### config.mk
export PLATFORM = sky130hd
export DESIGN_NAME = aux_adc_control_results
export DESIGN_NICKNAME = d
export VERILOG_FILES = /design/src/aux_adc_pkg.sv /design/src/pin_sync.sv /design/src/conv_engine.sv /design/src/aux_adc_control_results.sv
export SDC_FILE = /design/constraint.sdc
export NUM_CORES = 1
export LEC_CHECK = 0
export BUFFER_PORTS_ARGS = -buffer_cell sky130_fd_sc_hd__buf_2
export CORE_MARGIN = 3
export CORE_UTILIZATION = 35
export DETAILED_ROUTE_END_ITERATION = 10
export PLACE_DENSITY = 0.6
export SYNTH_ARGS = -nofsm -noshare
export SYNTH_HDL_FRONTEND = slang
export SYNTH_SLANG_ARGS = --single-unit
### constraint.sdc
create_clock -name sys_clk -period 7 [get_ports sys_clk]
set_input_delay 1.05 -clock sys_clk [delete_from_list [all_inputs] [get_ports sys_clk]]
set_output_delay 1.05 -clock sys_clk [all_outputs]
set_load 0.005 [all_outputs]
### src/aux_adc_pkg.sv
// Shared constants for the auxiliary converter control and result block
package aux_adc_pkg;
  localparam int WORD_W = 16;
  localparam int RES_W = 12;
  localparam int NUM_SLOTS = 5;

  // Command word fields
  localparam int CMD_RW_BIT = 15;
  localparam int CMD_PAGE_MSB = 14;
  localparam int CMD_PAGE_LSB = 11;
  localparam int CMD_ADDR_MSB = 10;
  localparam int CMD_ADDR_LSB = 5;
  localparam logic [3:0] WORD_LAST_BIT = 4'hF;

  // Pages and addresses
  localparam logic [3:0] PAGE_DATA = 4'h0;
  localparam logic [3:0] PAGE_CTRL = 4'h1;
  localparam logic [5:0] ADDR_CONTROL = 6'h00;
  localparam logic [5:0] ADDR_STATUS = 6'h01;
  localparam logic [5:0] ADDR_BATTERY_ONE_INPUT = 6'h05;
  localparam logic [5:0] ADDR_BATTERY_TWO_INPUT = 6'h06;
  localparam logic [5:0] ADDR_AUX = 6'h07;
  localparam logic [5:0] ADDR_TEMPERATURE_ONE = 6'h09;
  localparam logic [5:0] ADDR_TEMPERATURE_TWO = 6'h0A;
  localparam logic [5:0] ADDR_PAGE_LAST = 6'h1F;

  // Converter control fields
  localparam int CTL_BUSY_BIT = 14;
  localparam int CTL_SCAN_MSB = 13;
  localparam int CTL_SCAN_LSB = 10;
  localparam int CTL_RES_MSB = 9;
  localparam int CTL_RES_LSB = 8;

  // Status fields
  localparam int STS_PWRDN_BIT = 13;
  localparam int STS_READY_BIT = 11;

  // Scan codes
  localparam logic [3:0] SCAN_NONE = 4'h0;
  localparam logic [3:0] SCAN_BATTERY_ONE_INPUT = 4'h6;
  localparam logic [3:0] SCAN_BATTERY_TWO_INPUT = 4'h7;
  localparam logic [3:0] SCAN_AUX = 4'h8;
  localparam logic [3:0] SCAN_AUX_FN = 4'h9;
  localparam logic [3:0] SCAN_TEMPERATURE_ONE = 4'hA;
  localparam logic [3:0] SCAN_PORT = 4'hB;
  localparam logic [3:0] SCAN_TEMPERATURE_TWO = 4'hC;

  // Resolution codes
  localparam logic [1:0] RES_12 = 2'h0;
  localparam logic [1:0] RES_8 = 2'h1;
  localparam logic [1:0] RES_10 = 2'h2;

  // Result slots, in converter select order
  localparam logic [2:0] SLOT_BATTERY_ONE_INPUT = 3'h0;
  localparam logic [2:0] SLOT_BATTERY_TWO_INPUT = 3'h1;
  localparam logic [2:0] SLOT_AUX = 3'h2;
  localparam logic [2:0] SLOT_TEMPERATURE_ONE = 3'h3;
  localparam logic [2:0] SLOT_TEMPERATURE_TWO = 3'h4;

  // Reset and fill values
  localparam logic [3:0] SCAN_RESET = 4'h0;
  localparam logic [1:0] RES_RESET = 2'h0;
  localparam logic [11:0] RESULT_RESET = 12'h000;
  localparam logic [15:0] READ_PAST_END = 16'hFFFF;
  localparam logic [2:0] PIN_SYNC_RESET = 3'h2;
endpackage : aux_adc_pkg

### src/pin_sync.sv
// Two-stage synchroniser for pins from outside the clock domain
`timescale 1ns/1ps
module pin_sync #(
  parameter int WIDTH = 1,
  parameter logic [WIDTH-1:0] RST_VAL = '0
) (
  input wire logic sys_clk,
  input wire logic rst_b,
  input wire logic [WIDTH-1:0] async_in,
  output logic [WIDTH-1:0] sync_out
);
  logic [WIDTH-1:0] meta_ff;
  logic [WIDTH-1:0] sync_ff;

  always_ff @(posedge sys_clk or negedge rst_b)
  begin
    if (!rst_b)
    begin
      meta_ff <= RST_VAL;
      sync_ff <= RST_VAL;
    end
    else
    begin
      meta_ff <= async_in;
      sync_ff <= meta_ff;
    end
  end

  assign sync_out = sync_ff;
endmodule : pin_sync

### src/conv_engine.sv
// Conversion sequencer: walks the inputs of a scan and stores results
`timescale 1ns/1ps
module conv_engine (
  input wire logic sys_clk,
  input wire logic rst_b,
  input wire logic start,
  input wire logic [3:0] scan_code,
  input wire logic [1:0] resolution,
  input wire logic stop,
  input wire logic adc_done,
  input wire logic [11:0] adc_data,
  output logic adc_start,
  output logic [2:0] adc_sel,
  output logic [1:0] adc_res,
  output logic busy,
  output logic store_valid,
  output logic [2:0] store_slot,
  output logic [11:0] store_data,
  output logic seq_done
);
  typedef enum logic [1:0] {ENG_IDLE, ENG_LAUNCH, ENG_WAIT} eng_state_t;

  eng_state_t state_ff;
  logic [2:0] slot_ff;
  logic [1:0] left_ff;
  logic [1:0] res_ff;
  logic start_ff;
  logic busy_ff;
  logic store_valid_ff;
  logic [2:0] store_slot_ff;
  logic [11:0] store_data_ff;
  logic done_ff;
  logic plan_ok;
  logic [2:0] plan_first;
  logic [1:0] plan_left;
  logic [11:0] justified;

  // Map a scan code to its first slot and remaining count
  always_comb
  begin
    plan_ok = 1'b1;
    plan_first = aux_adc_pkg::SLOT_BATTERY_ONE_INPUT;
    plan_left = 2'h0;
    case (scan_code)
      aux_adc_pkg::SCAN_BATTERY_ONE_INPUT: plan_first = aux_adc_pkg::SLOT_BATTERY_ONE_INPUT;
      aux_adc_pkg::SCAN_BATTERY_TWO_INPUT: plan_first = aux_adc_pkg::SLOT_BATTERY_TWO_INPUT;
      aux_adc_pkg::SCAN_AUX: plan_first = aux_adc_pkg::SLOT_AUX;
      aux_adc_pkg::SCAN_AUX_FN: plan_first = aux_adc_pkg::SLOT_AUX;
      aux_adc_pkg::SCAN_TEMPERATURE_ONE: plan_first = aux_adc_pkg::SLOT_TEMPERATURE_ONE;
      aux_adc_pkg::SCAN_TEMPERATURE_TWO: plan_first = aux_adc_pkg::SLOT_TEMPERATURE_TWO;
      aux_adc_pkg::SCAN_PORT: plan_left = 2'h2;
      default: plan_ok = 1'b0;
    endcase
  end

  // Clear bits above the selected resolution
  always_comb
  begin
    case (res_ff)
      aux_adc_pkg::RES_8: justified = {4'h0, adc_data[7:0]};
      aux_adc_pkg::RES_10: justified = {2'h0, adc_data[9:0]};
      default: justified = adc_data;
    endcase
  end

  always_ff @(posedge sys_clk or negedge rst_b)
  begin
    if (!rst_b)
    begin
      state_ff <= ENG_IDLE;
      slot_ff <= aux_adc_pkg::SLOT_BATTERY_ONE_INPUT;
      left_ff <= 2'h0;
      res_ff <= aux_adc_pkg::RES_RESET;
      busy_ff <= 1'b0;
      done_ff <= 1'b0;
    end
    else
    begin
      done_ff <= 1'b0;
      if (stop)
      begin
        state_ff <= ENG_IDLE;
        busy_ff <= 1'b0;
      end
      else
      begin
        case (state_ff)
          ENG_IDLE:
          begin
            if (start && plan_ok)
            begin
              slot_ff <= plan_first;
              left_ff <= plan_left;
              res_ff <= resolution;
              busy_ff <= 1'b1;
              state_ff <= ENG_LAUNCH;
            end
          end
          ENG_LAUNCH:
            state_ff <= ENG_WAIT;
          ENG_WAIT:
          begin
            if (adc_done)
            begin
              if (left_ff == 2'h0)
              begin
                state_ff <= ENG_IDLE;
                busy_ff <= 1'b0;
                done_ff <= 1'b1;
              end
              else
              begin
                slot_ff <= slot_ff + 3'h1;
                left_ff <= left_ff - 2'h1;
                state_ff <= ENG_LAUNCH;
              end
            end
          end
          default:
            state_ff <= ENG_IDLE;
        endcase
      end
    end
  end

  // Converter start pulse and result hand-off
  always_ff @(posedge sys_clk or negedge rst_b)
  begin
    if (!rst_b)
    begin
      start_ff <= 1'b0;
      store_valid_ff <= 1'b0;
      store_slot_ff <= aux_adc_pkg::SLOT_BATTERY_ONE_INPUT;
      store_data_ff <= aux_adc_pkg::RESULT_RESET;
    end
    else
    begin
      start_ff <= (state_ff == ENG_LAUNCH) && !stop;
      store_valid_ff <= (state_ff == ENG_WAIT) && adc_done && !stop;
      if ((state_ff == ENG_WAIT) && adc_done)
      begin
        store_slot_ff <= slot_ff;
        store_data_ff <= justified;
      end
    end
  end

  assign adc_start = start_ff;
  assign adc_sel = slot_ff;
  assign adc_res = res_ff;
  assign busy = busy_ff;
  assign store_valid = store_valid_ff;
  assign store_slot = store_slot_ff;
  assign store_data = store_data_ff;
  assign seq_done = done_ff;
endmodule : conv_engine

### src/aux_adc_control_results.sv
// Serial register port, converter control and result registers
`timescale 1ns/1ps
module aux_adc_control_results (
  input wire logic sys_clk,
  input wire logic rst_b,
  input wire logic spi_sclk,
  input wire logic spi_ss_b,
  input wire logic spi_mosi,
  output logic spi_miso,
  output logic spi_miso_oe,
  input wire logic adc_done,
  input wire logic [11:0] adc_data,
  output logic adc_start,
  output logic [2:0] adc_sel,
  output logic [1:0] adc_res,
  output logic adc_power_down,
  output logic results_ready_flag
);
  logic sclk_s;
  logic ss_b_s;
  logic mosi_s;
  logic sclk_d_ff;
  logic sclk_rise;
  logic sclk_fall;
  logic ss_active;

  logic [3:0] bit_cnt_ff;
  logic in_cmd_ff;
  logic [15:0] shift_in_ff;
  logic [15:0] word_in;
  logic word_done;
  logic read_mode_ff;
  logic [3:0] page_ff;
  logic [5:0] ptr_ff;
  logic past_end_ff;
  logic load_pending_ff;
  logic load_fire;
  logic [15:0] shift_out_ff;
  logic miso_oe_ff;
  logic [15:0] read_word;

  logic stop_ff;
  logic [3:0] scan_ff;
  logic [1:0] res_ff;
  logic start_pulse_ff;
  logic ctl_write;
  logic host_write;
  logic stop_now;

  logic [11:0] result_ff [aux_adc_pkg::NUM_SLOTS];
  logic [aux_adc_pkg::NUM_SLOTS-1:0] unread_ff;
  logic [aux_adc_pkg::NUM_SLOTS-1:0] nxt_unread;
  logic ready_ff;

  logic eng_busy;
  logic store_valid;
  logic [2:0] store_slot;
  logic [11:0] store_data;
  logic seq_done;

  logic rd_slot_hit;
  logic [2:0] rd_slot;

  pin_sync #(
    .WIDTH(3),
    .RST_VAL(aux_adc_pkg::PIN_SYNC_RESET)
  ) u_pin_sync (
    .sys_clk(sys_clk),
    .rst_b(rst_b),
    .async_in({spi_sclk, spi_ss_b, spi_mosi}),
    .sync_out({sclk_s, ss_b_s, mosi_s})
  );

  conv_engine u_conv_engine (
    .sys_clk(sys_clk),
    .rst_b(rst_b),
    .start(start_pulse_ff),
    .scan_code(scan_ff),
    .resolution(res_ff),
    .stop(stop_now),
    .adc_done(adc_done),
    .adc_data(adc_data),
    .adc_start(adc_start),
    .adc_sel(adc_sel),
    .adc_res(adc_res),
    .busy(eng_busy),
    .store_valid(store_valid),
    .store_slot(store_slot),
    .store_data(store_data),
    .seq_done(seq_done)
  );

  // Serial clock edges seen through the synchroniser
  always_ff @(posedge sys_clk or negedge rst_b)
  begin
    if (!rst_b)
      sclk_d_ff <= 1'b0;
    else
      sclk_d_ff <= sclk_s;
  end

  assign sclk_rise = sclk_s && !sclk_d_ff;
  assign sclk_fall = !sclk_s && sclk_d_ff;
  assign ss_active = !ss_b_s;
  assign word_in = {shift_in_ff[14:0], mosi_s};
  assign word_done = ss_active && sclk_rise
    && (bit_cnt_ff == aux_adc_pkg::WORD_LAST_BIT);
  assign load_fire = ss_active && sclk_fall && load_pending_ff;
  assign host_write = word_done && !in_cmd_ff && !read_mode_ff && !past_end_ff;
  assign ctl_write = host_write && (page_ff == aux_adc_pkg::PAGE_CTRL)
    && (ptr_ff == aux_adc_pkg::ADDR_CONTROL);
  // Stop reaches the engine as the control word lands, so no late start
  assign stop_now = stop_ff
    || (ctl_write && word_in[aux_adc_pkg::CTL_BUSY_BIT]);

  // Word framing: command word first, then data words
  always_ff @(posedge sys_clk or negedge rst_b)
  begin
    if (!rst_b)
    begin
      bit_cnt_ff <= 4'h0;
      in_cmd_ff <= 1'b1;
      shift_in_ff <= 16'h0000;
      read_mode_ff <= 1'b0;
      page_ff <= 4'h0;
      load_pending_ff <= 1'b0;
    end
    else if (!ss_active)
    begin
      bit_cnt_ff <= 4'h0;
      in_cmd_ff <= 1'b1;
      load_pending_ff <= 1'b0;
    end
    else
    begin
      if (sclk_rise)
      begin
        bit_cnt_ff <= bit_cnt_ff + 4'h1;
        shift_in_ff <= word_in;
      end
      if (word_done && in_cmd_ff)
      begin
        in_cmd_ff <= 1'b0;
        read_mode_ff <= word_in[aux_adc_pkg::CMD_RW_BIT];
        page_ff <= word_in[aux_adc_pkg::CMD_PAGE_MSB:
          aux_adc_pkg::CMD_PAGE_LSB];
        load_pending_ff <= word_in[aux_adc_pkg::CMD_RW_BIT];
      end
      else if (word_done && read_mode_ff)
        load_pending_ff <= 1'b1;
      else if (load_fire)
        load_pending_ff <= 1'b0;
    end
  end

  // Register pointer with auto-increment up to page end
  always_ff @(posedge sys_clk or negedge rst_b)
  begin
    if (!rst_b)
    begin
      ptr_ff <= 6'h00;
      past_end_ff <= 1'b0;
    end
    else if (ss_active)
    begin
      if (word_done && in_cmd_ff)
      begin
        ptr_ff <= word_in[aux_adc_pkg::CMD_ADDR_MSB:aux_adc_pkg::CMD_ADDR_LSB];
        past_end_ff <= 1'b0;
      end
      else if (load_fire || (word_done && !in_cmd_ff && !read_mode_ff))
      begin
        if (ptr_ff == aux_adc_pkg::ADDR_PAGE_LAST)
          past_end_ff <= 1'b1;
        else
          ptr_ff <= ptr_ff + 6'h01;
      end
    end
  end

  // Result slot behind a data-page address
  always_comb
  begin
    rd_slot_hit = 1'b1;
    rd_slot = aux_adc_pkg::SLOT_BATTERY_ONE_INPUT;
    case (ptr_ff)
      aux_adc_pkg::ADDR_BATTERY_ONE_INPUT: rd_slot = aux_adc_pkg::SLOT_BATTERY_ONE_INPUT;
      aux_adc_pkg::ADDR_BATTERY_TWO_INPUT: rd_slot = aux_adc_pkg::SLOT_BATTERY_TWO_INPUT;
      aux_adc_pkg::ADDR_AUX: rd_slot = aux_adc_pkg::SLOT_AUX;
      aux_adc_pkg::ADDR_TEMPERATURE_ONE: rd_slot = aux_adc_pkg::SLOT_TEMPERATURE_ONE;
      aux_adc_pkg::ADDR_TEMPERATURE_TWO: rd_slot = aux_adc_pkg::SLOT_TEMPERATURE_TWO;
      default: rd_slot_hit = 1'b0;
    endcase
  end

  // Read data: status on read, not the written command
  always_comb
  begin
    read_word = 16'h0000;
    if (past_end_ff)
      read_word = aux_adc_pkg::READ_PAST_END;
    else if (page_ff == aux_adc_pkg::PAGE_DATA)
    begin
      if (rd_slot_hit)
        read_word = {4'h0, result_ff[rd_slot]};
    end
    else if (page_ff == aux_adc_pkg::PAGE_CTRL)
    begin
      if (ptr_ff == aux_adc_pkg::ADDR_CONTROL)
      begin
        read_word[aux_adc_pkg::CTL_BUSY_BIT] = !eng_busy;
        read_word[aux_adc_pkg::CTL_SCAN_MSB:
          aux_adc_pkg::CTL_SCAN_LSB] = scan_ff;
        read_word[aux_adc_pkg::CTL_RES_MSB:aux_adc_pkg::CTL_RES_LSB] = res_ff;
      end
      else if (ptr_ff == aux_adc_pkg::ADDR_STATUS)
      begin
        read_word[aux_adc_pkg::STS_PWRDN_BIT] = stop_ff;
        read_word[aux_adc_pkg::STS_READY_BIT] = ready_ff;
      end
    end
  end

  // Serial output: load on the falling edge after a word, then shift
  always_ff @(posedge sys_clk or negedge rst_b)
  begin
    if (!rst_b)
    begin
      shift_out_ff <= 16'h0000;
      miso_oe_ff <= 1'b0;
    end
    else
    begin
      miso_oe_ff <= ss_active;
      if (!ss_active)
        shift_out_ff <= 16'h0000;
      else if (load_fire)
        shift_out_ff <= read_word;
      else if (sclk_fall)
        shift_out_ff <= {shift_out_ff[14:0], 1'b0};
    end
  end

  // Converter control register
  always_ff @(posedge sys_clk or negedge rst_b)
  begin
    if (!rst_b)
    begin
      stop_ff <= 1'b0;
      scan_ff <= aux_adc_pkg::SCAN_RESET;
      res_ff <= aux_adc_pkg::RES_RESET;
      start_pulse_ff <= 1'b0;
    end
    else
    begin
      start_pulse_ff <= 1'b0;
      if (ctl_write)
      begin
        // Bit 15 is never stored, so it reads back zero
        stop_ff <= word_in[aux_adc_pkg::CTL_BUSY_BIT];
        scan_ff <= word_in[aux_adc_pkg::CTL_SCAN_MSB:
          aux_adc_pkg::CTL_SCAN_LSB];
        res_ff <= word_in[aux_adc_pkg::CTL_RES_MSB:
          aux_adc_pkg::CTL_RES_LSB];
        start_pulse_ff <= !word_in[aux_adc_pkg::CTL_BUSY_BIT];
      end
    end
  end

  // Result registers: written only by the converter
  always_ff @(posedge sys_clk or negedge rst_b)
  begin
    if (!rst_b)
    begin
      for (int i = 0; i < aux_adc_pkg::NUM_SLOTS; i++)
        result_ff[i] <= aux_adc_pkg::RESULT_RESET;
    end
    else if (store_valid)
      result_ff[store_slot] <= store_data;
  end

  // Unread tracking; a new result beats a read in the same cycle
  always_comb
  begin
    nxt_unread = unread_ff;
    if (load_fire && !past_end_ff && (page_ff == aux_adc_pkg::PAGE_DATA)
        && rd_slot_hit)
      nxt_unread[rd_slot] = 1'b0;
    if (store_valid)
      nxt_unread[store_slot] = 1'b1;
  end

  always_ff @(posedge sys_clk or negedge rst_b)
  begin
    if (!rst_b)
    begin
      unread_ff <= '0;
      ready_ff <= 1'b0;
    end
    else
    begin
      unread_ff <= nxt_unread;
      if (seq_done)
        ready_ff <= 1'b1;
      else if (nxt_unread == '0)
        ready_ff <= 1'b0;
    end
  end

  assign spi_miso = shift_out_ff[15];
  assign spi_miso_oe = miso_oe_ff;
  assign adc_power_down = stop_ff;
  assign results_ready_flag = ready_ff;
endmodule : aux_adc_control_results

======== Word-level counts from Yosys, hierarchy flattened ========
Cells that the tools add are included.
W data, S select, Z words.
word-level totals
  input port bits ......................... 18
  word-level logic and storage cells ...... 212
  output and inout port bits .............. 10
  register bits ........................... 159
cells by class
  order comparisons ....................... 7
  bitwise gates (word level) .............. 7
  reductions and logical operators ........ 60
  equal/unequal tests ..................... 27
  multiplexer cells ....................... 73
  add/subtract/negate cells ............... 4
operators by type and width
  operator              count
  $mux W16              4
  $bwmux W60            1
  $mux W12              4
  $bmux W12 S3          1
  $demux W12 S3         1
  $mux W1               32
  $eq A4 B4 Y1 const B  6
  $logic_and A1 B1 Y1   24
  $pmux W12 S2          1
  $pmux W3 S4           2
  $eq A6 B3 Y1 const B  3
  $mux W6               3
  $mux W2               7
  $mux W7               2
  $eq A6 B4 Y1 const B  2
  $mux W3               4
  $reduce_bool A2 Y1    6
  $mux W5               2
  $logic_not A1 Y1      9
  $reduce_and A3 Y1     3
  $eq A4 B3 Y1 const B  2
  $ge A4 B4 Y1 const B  2
  $lt A3 B4 Y1 const B  2
  $mux W4               2
  other kinds (39)      53

======== Depth between registers and ports, before layout ========
Gate-level depths: netlist of run 1.
  word-level depth ........................ 14
  gate-level depth with buffers ........... 9
  depth with buffers taken out ............ 8

======== Cells and area by module ========
Synthesis of run 1 repeated with hierarchy kept, for this count alone.
unflattened totals
  cells, all modules ...................... 633
  area total of the unflattened synthesis .. 7469.7 µm²
by module, submodules not included
  module                   cells each  area an instance (µm²)  seq. area each (µm²)  instances
  aux_adc_control_results  511         6024.5                  3129.3                1
  conv_engine              116         1292.5                  700.7                 1
  pin_sync                 6           152.6                   152.6                 1

======== Worst setup path before layout of run 1 ========
No wires, ideal clock.
  kind .................................... register to register
  from .................................... register sclk_d_ff
  to ...................................... register u_conv_engine.slot_ff[0], in the netlist u_conv_engine.adc_sel[0]
  required time ........................... 6.875 ns
  cell stages (with the launch flop) ...... 9
  arrival ................................. 2.313 ns
  clock period less this slack ............ 2.438 ns
  library setup time ...................... 0.125 ns
  path buffers ............................ 2
  setup slack ............................. 4.562 ns
  cell sequence ........................... dfrtp_1 > or3b_1 > buf_6 > or2_4 > nor4_4 > a21o_4 > or3_2 > buf_6 > mux2_4
between the ends
  word-level cells in the longest chain between the ends .. 13
RTL lines
  element                             RTL line                        RTL
  from (decl)                         aux_adc_control_results.sv:22   logic sclk_d_ff;
  from (signal assigned)              aux_adc_control_results.sv:99   sclk_d_ff <= sclk_s;
  $logic_not A1 Y1                    aux_adc_control_results.sv:102  assign sclk_rise = sclk_s && !sclk_d_ff;
  $logic_and A1 B1 Y1                 aux_adc_control_results.sv:102
  $logic_and A1 B1 Y1                 aux_adc_control_results.sv:106  assign word_done = ss_active && sclk_rise
  $logic_and A1 B1 Y1                 aux_adc_control_results.sv:107  && (bit_cnt_ff == aux_adc_pkg::WORD_LAST_BIT);
  $logic_and A1 B1 Y1 (3 in a row)    aux_adc_control_results.sv:109  assign host_write = word_done && !in_cmd_ff && !read_mode_ff && !past_end_ff;
  $logic_and A1 B1 Y1                 aux_adc_control_results.sv:110  assign ctl_write = host_write && (page_ff == aux_adc_pkg::PAGE_CTRL)
  $logic_and A1 B1 Y1                 aux_adc_control_results.sv:111  && (ptr_ff == aux_adc_pkg::ADDR_CONTROL);
  $logic_and A1 B1 Y1                 aux_adc_control_results.sv:114  || (ctl_write && word_in[aux_adc_pkg::CTL_BUSY_BIT]);
  $logic_or A1 B1 Y1                  aux_adc_control_results.sv:114
  $not A1 Y1 (no source line)         -
  $reduce_and A5 Y1 (no source line)  -
  to (signal assigned)                conv_engine.sv:71               slot_ff <= aux_adc_pkg::SLOT_BATTERY_ONE_INPUT;
  to (signal assigned)                conv_engine.sv:92               slot_ff <= plan_first;
  to (signal assigned)                conv_engine.sv:113              slot_ff <= slot_ff + 3'h1;
  to (decl)                           conv_engine.sv:24               logic [2:0] slot_ff;
No other way between the ends.
A chain may end at the register's enable or synchronous reset.

======== Final worst setup path of run 1 ========
  from .................................... register ptr_ff[0]
  to ...................................... register shift_out_ff[11]
between the ends
  word-level cells in the longest chain between the ends .. 11
  elaborated cells on any way between the ends .. 22
  classes of those cells .................. eq/ne (6); mux (13); bitwise (1); reduce/logical (2)
RTL lines
  element                                              RTL line                        RTL
  from (decl)                                          aux_adc_control_results.sv:34   logic [5:0] ptr_ff;
  from (signal assigned)                               aux_adc_control_results.sv:168  ptr_ff <= word_in[aux_adc_pkg::CMD_ADDR_MSB:aux_adc_pkg::CMD_ADDR_LSB];
  from (signal assigned)                               aux_adc_control_results.sv:176  ptr_ff <= ptr_ff + 6'h01;
  $eq A6 B4 Y1 / $eq A6 B3 Y1 (equally long branches)  aux_adc_control_results.sv:186  case (ptr_ff)
  $pmux W3 S4                                          aux_adc_control_results.sv:186
  $not A3 Y4 (not written as such)                     aux_adc_control_results.sv:205  read_word = {4'h0, result_ff[rd_slot]};
  $bmux W12 S3                                         aux_adc_control_results.sv:205
  $mux W12 (not written as such) (2 in a row)          aux_adc_control_results.sv:205
  $mux W12                                             aux_adc_control_results.sv:204  if (rd_slot_hit)
  $mux W7 *                                            aux_adc_control_results.sv:202  else if (page_ff == aux_adc_pkg::PAGE_DATA)
  $mux W16 *                                           aux_adc_control_results.sv:200  if (past_end_ff)
  $mux W16 *                                           aux_adc_control_results.sv:237  else if (load_fire)
  $mux W16 *                                           aux_adc_control_results.sv:235  if (!ss_active)
  to (signal assigned)                                 aux_adc_control_results.sv:238  shift_out_ff <= read_word;
  to (signal assigned)                                 aux_adc_control_results.sv:240  shift_out_ff <= {shift_out_ff[14:0], 1'b0};
  to (decl)                                            aux_adc_control_results.sv:38   logic [15:0] shift_out_ff;
Every way passes the cells marked *; elsewhere a longest branch is shown, timed or not. The select of a mux whose other input is x is not followed.

==> out/qor.csv, run 1 <==
metric,value,unit
gr usage total,15.58,%
clk sink count,159,
period utilization,44.09,%
fraction of layout cells with a size suffix above 1,26.77,%
core footprint,19850,µm²
asr flop ratio synth,100.0,%
initial DRC count,457,
TritonCTS clock tree,built,
Synth top area share,54.07,%
CTS resizes,0,
Placed Instances,902,
area grow syn2layout,13.64,%
crit path kind,register to register,
Max VDD drop,0.1717,mV
RSZ-0062 raised after global routing,false,
I/O pin cnt,28,
"flops & latches, synth",159,
Worst Tran Pin Value,1.103,ns
Crit. End Element,register,
power per cell area,276.7,nW/µm²
status,completed,
Mapped Nets,653,
CTS Buf Count,17,
final antenna-violating net count,0,
Cell Rows,51,
Required @ worst endpoint,7.28,ns
Worst setup SP type,register,
number of distinct library cells after synthesis,62,
total of warnings raised by yosys,0,
final core utilization,41.34,%
Syn Area/Cell,11.51,µm²
Hold WS,0.3495,ns
via/cell ratio,5.361,
initial core utilization,36.38,%
fin cells,930,
die width,149.6,µm
vias in the first global route,5145,
most common cell in the netlist,dfrtp_1,
gr ovfl total,0,
Die Ht,149.6,µm
clk buf depth,2,
max-capacitance violation count,0,
CTS Hold Bufs,0,
Final Power,2.270,mW
Post-Syn Instances,627,
P_leak,3.817,nW
CTS root buffer,clkbuf_16,
routed length per instance,17.87,µm
"Hold Vio Cnt, Final",0,
cell taking the most area after synthesis,dfrtp_1,
antenna cells,0,
skew final,0.009382,ns
initial antenna violation count,0,
die area,22390,µm²
Buffers on Ports,27,
final critical-path required period,3.087,ns
GPL Wtd Cong,0.8133,
register area share after synthesis,55.16,%
HPWL after detailed placement,10870,µm
main area contributors after synthesis,"dfrtp_1 (54%), mux2_2 (15%), nand2_1 (3.5%)",
worst min path class,register to register,
total wire length,16620,µm
endpoints failing setup,0,
first-pass GRT wire length,27280,µm
clk_lat worst skew,0.42,ns
Main synth FF type,dfrtp_1,
synthesized area,7219,µm²
crit-path max FO,17,
Via Count,4986,
Slew HR,26.50,%
Post-CTS Setup Bufs,0,
Critical Path AT,3.37,ns
Pre-antenna DRT Iters,5,
"top cells by count, synth","dfrtp_1 (156), mux2_2 (96), nand2_1 (67)",
H-tree levels,4,
DRC errors left,0,
"EDFF count, synth",0,
Max Clock Freq,0.3240,GHz
"CTS clk-pin slew, worst paths",0.06,ns
TNS Setup,0,ns
# nets final,682,
pin count of the biggest net entering global routing,83,
Final Slew Violations,0,
==> logic make-up (layout without fill, tap and decap cells) <==
group	after synthesis	after routing	synth area share, %
AOI/OAI and AO/OA	126	126	11.21
adders and majority gates	8	8	1.387
and+or+nand+nor	169	169	11.42
buffers and inverters	46	84	2.617
muxes	113	113	17.47
DFF	159	159	55.16
xor gates and xnor gates	6	6	0.7279
==> final timing paths <==
kind	startpoint	endpoint	slack (ns)	cells after the start
setup reg to reg	ptr_ff[0]	shift_out_ff[11]	3.91	8
hold reg to reg	u_pin_sync.meta_ff[0]	u_pin_sync.sync_out[0]	0.35	0
max in group asynchronous	rst_b	u_conv_engine.store_data[4]	4.82	2
hold / removal	u_pin_sync.meta_ff[0]	u_pin_sync.sync_out[0]	0.35	0
min in group asynchronous	rst_b	u_conv_engine.adc_sel[1]	0.65	1
setup / recovery	ptr_ff[0]	shift_out_ff[11]	3.91	8
==> cell type report <==
class | count | area (µm²)
well taps | 265 | 331.6
flip-flops and latches | 159 | 3983
fillers | 1856 | 11640
inverters | 21 | 78.83
clock inverters | 7 | 90.09
clock buffers | 21 | 460.4
multi-input cells | 422 | 3059
repair buffers | 35 | 201.4
==> worst max-delay path, cell delays in order (launching register included) <==
cell and delay [ns]:
dfrtp_1 0.43, inv_1 0.10, ha_1 0.27, nand3b_1 0.24
a21oi_2 0.93, mux2_2 0.42, o221a_2 0.26, o221ai_1 0.17
o211ai_1 0.12
==> stage by stage <==
stage | setup WS (ns) | area, µm²
after floorplan | 4.562 | 7219
after global placement | 4.136 | 7654
after detailed placement | 4.010 | 7654
after CTS | 3.978 | 8204
after global routing | 3.808 | 8204
final | 3.913 | 8204
==> placed cells by master, fill, tap and decap left out, types with 6 or more instances in the layout <==
cell         n
dfrtp_1    156
mux2_2      96
nand2_1     67
o21ai_0     45
nor2_1      41
a21oi_1     26
buf_2       26
inv_1       21
clkbuf_16   17
mux2i_1     15
nor3_1       8
a22oi_1      8
o221ai_1     8
ha_1         8
buf_4        8
nand2b_1     6
nand4_1      6
==> power breakdown <==
group | internal [mW] | total (mW) | switching, mW
logic | 0.133 | 0.232 | 0.0991
clock network | 0.533 | 0.880 | 0.347
registers | 1.04 | 1.16 | 0.115
total | 1.71 | 2.27 | 0.560
==> layer usage <==
| layer | GRT usage, % | vias up | routed length, µm |
|---|---|---|---|
| met4 | 5.950 | 0 | 320 |
| li1 | - | 2300 | - |
| met1 | 21.54 | 2527 | 7867 |
| met3 | 3.210 | 29 | 715 |
| met2 | 24.23 | 130 | 7715 |
| met5 | 0 | - | 0 |
==> sequential cells by signal (all words and copies together) (netlist names), 2 cells and up <==
register and cells:
u_pin_sync.meta_ff 3, page_ff 4, u_conv_engine.state_ff 2, result_ff 60
shift_out_ff 16, u_conv_engine.adc_sel 3, shift_in_ff 15, ptr_ff 6
unread_ff 5, u_conv_engine.store_data 12, bit_cnt_ff 4, u_conv_engine.adc_res 2
u_conv_engine.store_slot 3, u_pin_sync.sync_out 3, u_conv_engine.left_ff 2, res_ff 2
scan_ff 4
Power figures use the tool's default switching activity.
==> run 2: changes to the inputs <==
- ABC_AREA: unset -> 1
- PLACE_DENSITY: 0.6 -> 0.62
- clock period: 7 -> 2.5 ns (I/O delays scaled with it)
==> run 2 against run 1 <==
Via count rose by 12%. Die area rose by 1.1%. Fmax rose by 38%. Critical endpoint is now shift_out_ff[2]. Non-clock buffer count rose by 10. Hold slack got worse by 0.30 ns. Critical path depth rose by 2. Synthesized cell count rose by 36%. Setup slack got worse by 3.6 ns. Critical path type unchanged. Largest power group unchanged.
==> out/qor.csv, run 2 <==
metric,value,unit
status,completed,
clk_lat worst skew,0.43,ns
P_leak,3.943,nW
TritonCTS clock tree,built,
Synth Area in Adders,1.371,%
Synth Area in XOR/XNOR,0.5999,%
"Design Area, Final",8333,µm²
R2R setup slack,0.26,ns
critical path launch point,ptr_ff[0],
crit-path max FO,12,
Slew HR,52.77,%
GPL Wtd Cong,0.8746,
initial core utilization,35.84,%
Hold WS,0.04536,ns
"EDFF count, synth",0,
skew final,0.009441,ns
Buffers on Ports,27,
main area contributors after synthesis,"dfrtp_1 (53%), nand2_1 (12%), o21ai_0 (8.8%)",
multiplexer share of the synthesized area,0.6171,%
Critical Path AT,2.55,ns
CTS root buffer,clkbuf_16,
clk sink count,159,
"flops & latches, synth",159,
simple-gate share of the synthesized area,22.39,%
final critical-path required period,2.236,ns
WP depth,10,
"Hold Vio Cnt, Final",0,
initial DRC count,320,
"slowest stage delay, CP",0.41,ns
clk buf depth,2,
launch point of the worst reg-to-reg path,ptr_ff[0],
vias in the first global route,5486,
Max VDD drop,0.5313,mV
power per cell area,906.0,nW/µm²
fraction of layout cells with a size suffix above 1,13.87,%
setup ws final,0.2644,ns
R2R depth,10,
total of warnings raised by yosys,0,
crit path kind,register to register,
Synth top area share,53.48,%
total wire length,16330,µm
period utilization,89.42,%
Final Power,7.550,mW
cell taking the most area after synthesis,dfrtp_1,
Die Ht,150.4,µm
Worst setup SP type,register,
"commonest non-fill, non-tap cell in the layout",nand2_1,
Cell Rows,52,
TNS Setup,0,ns
slowest cell on the critical path,dfrtp_1,
Synth Area in Compound Gates,13.87,%
first-pass GRT wire length,27480,µm
final antenna-violating net count,0,
RSZ-0062 raised after global routing,false,
max-capacitance violation count,0,
DRC errors left,0,
number of distinct library cells after synthesis,45,
Required @ worst endpoint,2.82,ns
DP Area,7770,µm²
largest family of logic cells by synthesized area,simple AND/OR/NAND/NOR gates,
"Most flops, register",result_ff,
H-tree levels,4,
max reg flops,60,
worst min path class,input port to register,
Post-Syn Instances,850,
Main synth FF type,dfrtp_1,
Mapped Nets,876,
Reg-to-Reg End,shift_out_ff[2],
biggest regs,"result_ff (60), shift_out_ff (16), shift_in_ff (15)",
Crit. End Element,register,
pin count of the biggest net entering global routing,59,
die width,150.4,µm
I/O pin cnt,28,
most common cell in the netlist,nand2_1,
synthesized area,7300,µm²
Pre-antenna DRT Iters,5,
gr usage total,15.32,%
routed length per instance,14.03,µm
crit path buf inv count,1,
Final Slew Violations,0,
core footprint,20360,µm²
most frequent cell on the critical path,nand2_1,
# nets final,907,
Worst Tran Pin Value,0.7067,ns
gr ovfl total,0,
via/cell ratio,4.788,
CTS Buf Count,17,
Syn Area/Cell,8.588,µm²
most frequent cells in the layout,"nand2_1 (238), dfrtp_1 (156), o21ai_0 (129)",
antenna cells,0,
Max Clock Freq,0.4473,GHz
"top cells by count, synth","nand2_1 (238), dfrtp_1 (156), o21ai_0 (129)",
area grow syn2layout,14.16,%
HPWL after detailed placement,11540,µm
pre-CTS setup slack,0.2834,ns
register area share after synthesis,54.56,%
Crit path max-delay family,simple AND/OR/NAND/NOR gates,
Setup crit end,shift_out_ff[2],
endpoints failing setup,0,
asr flop ratio synth,100.0,%
die area,22620,µm²
"CTS clk-pin slew, worst paths",0.07,ns
initial antenna violation count,0,
Via Count,5573,
CP cell instances,"inv_1, ha_1, nand2_2, nand2_4, nand3_1, or2_2, nand4_1, nand2_1, nand2_1, nand2_1",
[run 2: power by group]
group	total, mW	switching [mW]	internal, mW
logic	1.45	0.921	0.527
clock network	2.43	1.07	1.36
registers	3.67	0.391	3.28
[run 2: cell type report]
cell class	count	area [µm²]
fillers	2029	12030
inverters	84	320.3
repair buffers	45	304.0
clock inverters	11	82.58
clock buffers	21	470.5
flip-flops and latches	159	3983
multi-input cells	574	2835
well taps	270	337.8
[run 2: cell families after synthesis]
family                     count (synthesis)
AOI/OAI and AO/OA                        187
xor gates and xnor gates                   5
DFF                                      159
and+or+nand+nor                          370
muxes                                      4
adders and majority gates                  8
buffers and inverters                    117
[run 2: worst min path at each step]
stage	from	end	slack, ns	cells past startpoint
3_3_place_gp	u_pin_sync.meta_ff[0]	u_pin_sync.sync_out[0]	0.33	0
4_1_cts	spi_ss_b	u_pin_sync.meta_ff[1]	0.03	1
5_1_grt	spi_ss_b	u_pin_sync.meta_ff[1]	0.03	1
6_report	spi_ss_b	u_pin_sync.meta_ff[1]	0.05	1
3_5_place_dp	u_pin_sync.meta_ff[0]	u_pin_sync.sync_out[0]	0.34	0
2_1_floorplan	rst_b	adc_power_down	0.08	0
[run 2: repair_timing]
| action | in CTS | in global routing |
|---|---|---|
| buffers inserted | 0 | 0 |
| hold buffers | 1 | 0 |
| gates resized for setup | 0 | 0 |
| hold endpoints to repair | 51 | 0 |
[run 2: layer usage]
metal	track usage [%]	up-vias	share of wire (%)	wire (µm)
met4	4.163	0	1.0	163
met3	3.672	19	3.3	535
li1	-	2829	-	-
met5	0	-	0	0
met2	24.29	76	47	7687
met1	21.08	2649	49	7945
[run 2: through the flow]
stage | std cells | utilization [%]
final | 1164 | 40.92
after floorplan | 850 | -
after CTS | 1164 | 40.92
after global routing | 1164 | 40.92
after detailed placement | 1131 | 38.15
after global placement | 1131 | 38.15
==> run 3: changes to the inputs <==
- CORE_UTILIZATION: 35 -> 45
- GPL_TIMING_DRIVEN: unset -> 0
- PLACE_DENSITY: 0.62 -> 0.73
==> run 3 against run 2 <==
Fmax is 3.4% lower. Via count is 6.6% higher. Clock skew shrank 0.0047 ns. Non-clock buffer count is 17 higher. Hold slack improved by 0.0036 ns. Setup slack worse by 0.078 ns. Sequential share of layout area barely moved. Critical path depth up 3. Design area about the same. Combinational power about the same. Sequential cell count stayed put. Clock power grew 7%. Critical endpoint is now shift_out_ff[1]. Largest power group unchanged.
==> out/qor.csv, run 3 (synthesized netlist as in run 2, its figures left out) <==
metric,value,unit
GPL Wtd Cong,0.8638,
"CTS clk-pin slew, worst paths",0.06,ns
clk sink count,159,
power per cell area,927.9,nW/µm²
DRC errors left,0,
I/O pin cnt,28,
Placed Instances,1089,
max reg flops,60,
Int Pwr,5.391,mW
R2R setup slack,0.19,ns
Hold WS,0.04900,ns
skew final,0.004778,ns
Gate power share,19.1,%
P_leak,3.941,nW
gr usage total,19.80,%
Die Ht,133.4,µm
clk buf depth,2,
Worst Tran Pin Value,0.5782,ns
Final Slew Violations,0,
biggest regs,"result_ff (60), shift_out_ff (16), shift_in_ff (15)",
status,completed,
sequential share of power,47.2,%
DP Area,7736,µm²
met2 Track Usage GR,31.77,%
vias in the first global route,5706,
Buffers on Ports,27,
fin cells,1121,
Max VDD drop,0.5711,mV
worst min path class,input port to register,
most frequent cells in the layout,"nand2_1 (238), dfrtp_1 (156), o21ai_0 (129)",
sw frac,30.29,%
Worst setup SP type,register,
met1 Use GR,26.89,%
Crit. End Element,register,
most frequent cell on the critical path,nand2_1,
Max Clock Freq,0.4322,GHz
total wire length,17120,µm
sw power,2.343,mW
gr ovfl total,0,
Post-CTS Setup Bufs,0,
fraction of layout cells with a size suffix above 1,12.75,%
via/cell ratio,5.302,
pin count of the biggest net entering global routing,110,
CTS resizes,0,
Slew HR,61.45,%
"slowest stage delay, CP",0.40,ns
crit-path max FO,10,
"Design Area, Final",8335,µm²
GR Util met3,3.890,%
core footprint,15540,µm²
final core utilization,53.64,%
die area,17780,µm²
H-tree levels,4,
period utilization,92.56,%
final antenna-violating net count,0,
routed length per instance,15.27,µm
final critical-path required period,2.314,ns
Pre-antenna DRT Iters,5,
Final Power,7.734,mW
"Hold Vio Cnt, Final",0,
Cell Rows,45,
Clk network pwr share,33.6,%
area grow syn2layout,14.19,%
initial antenna violation count,0,
endpoints failing setup,0,
crit path kind,register to register,
"Most flops, register",result_ff,
initial core utilization,46.97,%
CTS Buf Count,17,
die width,133.4,µm
CP cell instances,"inv_1, ha_1, nand3_2, inv_2, nor2_1, buf_4, o21ai_0, nor2_1, nor3_1, nand2_1, nand2_1, nand2_1, nand2_1",
clk_lat worst skew,0.42,ns
antenna cells,0,
max-capacitance violation count,0,
CTS root buffer,clkbuf_16,
CTS Hold Bufs,1,
HPWL after detailed placement,12010,µm
"commonest non-fill, non-tap cell in the layout",nand2_1,
gr busiest metal,met2,
Required @ worst endpoint,2.81,ns
first-pass GRT wire length,28230,µm
RSZ-0062 raised after global routing,false,
initial DRC count,434,
TritonCTS clock tree,built,
Via Count,5943,
# nets final,924,
slowest cell on the critical path,dfrtp_1,
Critical Path AT,2.63,ns
## run 3: cell types whose count changed in the layout (fill, tap and decap cells not counted), sizes merged
cell / change
clkinvlp: +3
bufinv: +3
inv: -2
clkbuf: +22
clkinv: -5
buf: -5
## run 3: power by group through the flow
stage	Combinational (mW)	Clock, mW	Sequential, mW
floorplan	1.02	0	3.59
global placement	1.42	0	3.66
detailed placement	1.48	0	3.68
CTS	1.49	2.63	3.65
global route	1.71	2.75	3.73
finish	1.48	2.60	3.65
## run 3: path summary, 6_finish.rpt
path,start,end,cells past startpoint
max in group asynchronous,rst_b,u_conv_engine.busy,3
min,spi_ss_b,u_pin_sync.meta_ff[1],1
min reg2reg,u_pin_sync.meta_ff[2],u_pin_sync.sync_out[2],0
max reg2reg,ptr_ff[0],shift_out_ff[1],13
max,ptr_ff[0],shift_out_ff[1],13
min in group asynchronous,rst_b,bit_cnt_ff[2],2
## run 3: cell type report
| class | count | area, µm² |
|---|---|---|
| plain buffers | 33 | 161.4 |
| multi-input cells | 574 | 2835 |
| inverters | 84 | 320.3 |
| well taps | 211 | 264.0 |
| clock buffers | 21 | 450.4 |
| repair buffers | 29 | 182.7 |
| fillers | 1430 | 7204 |
| clock inverters | 10 | 138.9 |
| flip-flops and latches | 159 | 3983 |
## run 3: through the flow
| step | setup TNS, ns | setup WS (ns) |
|---|---|---|
| after global routing | 0 | 0.01082 |
| after detailed placement | 0 | 0.2613 |
| after floorplan | 0 | 0.7402 |
| final | 0 | 0.1860 |
| after CTS | 0 | 0.2010 |
| after global placement | -209.85 | -1.353 |
## run 3: worst max-delay path, delay by kind of cell, from the launching register on
kind / cells / cell delay [ns]
DFF: 1 / 0.40
buffers and inverters: 3 / 0.42
and+or+nand+nor: 8 / 0.98
AOI/OAI and AO/OA: 1 / 0.11
adders and majority gates: 1 / 0.30
## run 3: per-layer routing
metal,up-vias,share of wire [%]
met1,2890,45
li1,2857,-
met4,0,1.8
met5,-,0
met2,166,48
met3,30,4.7
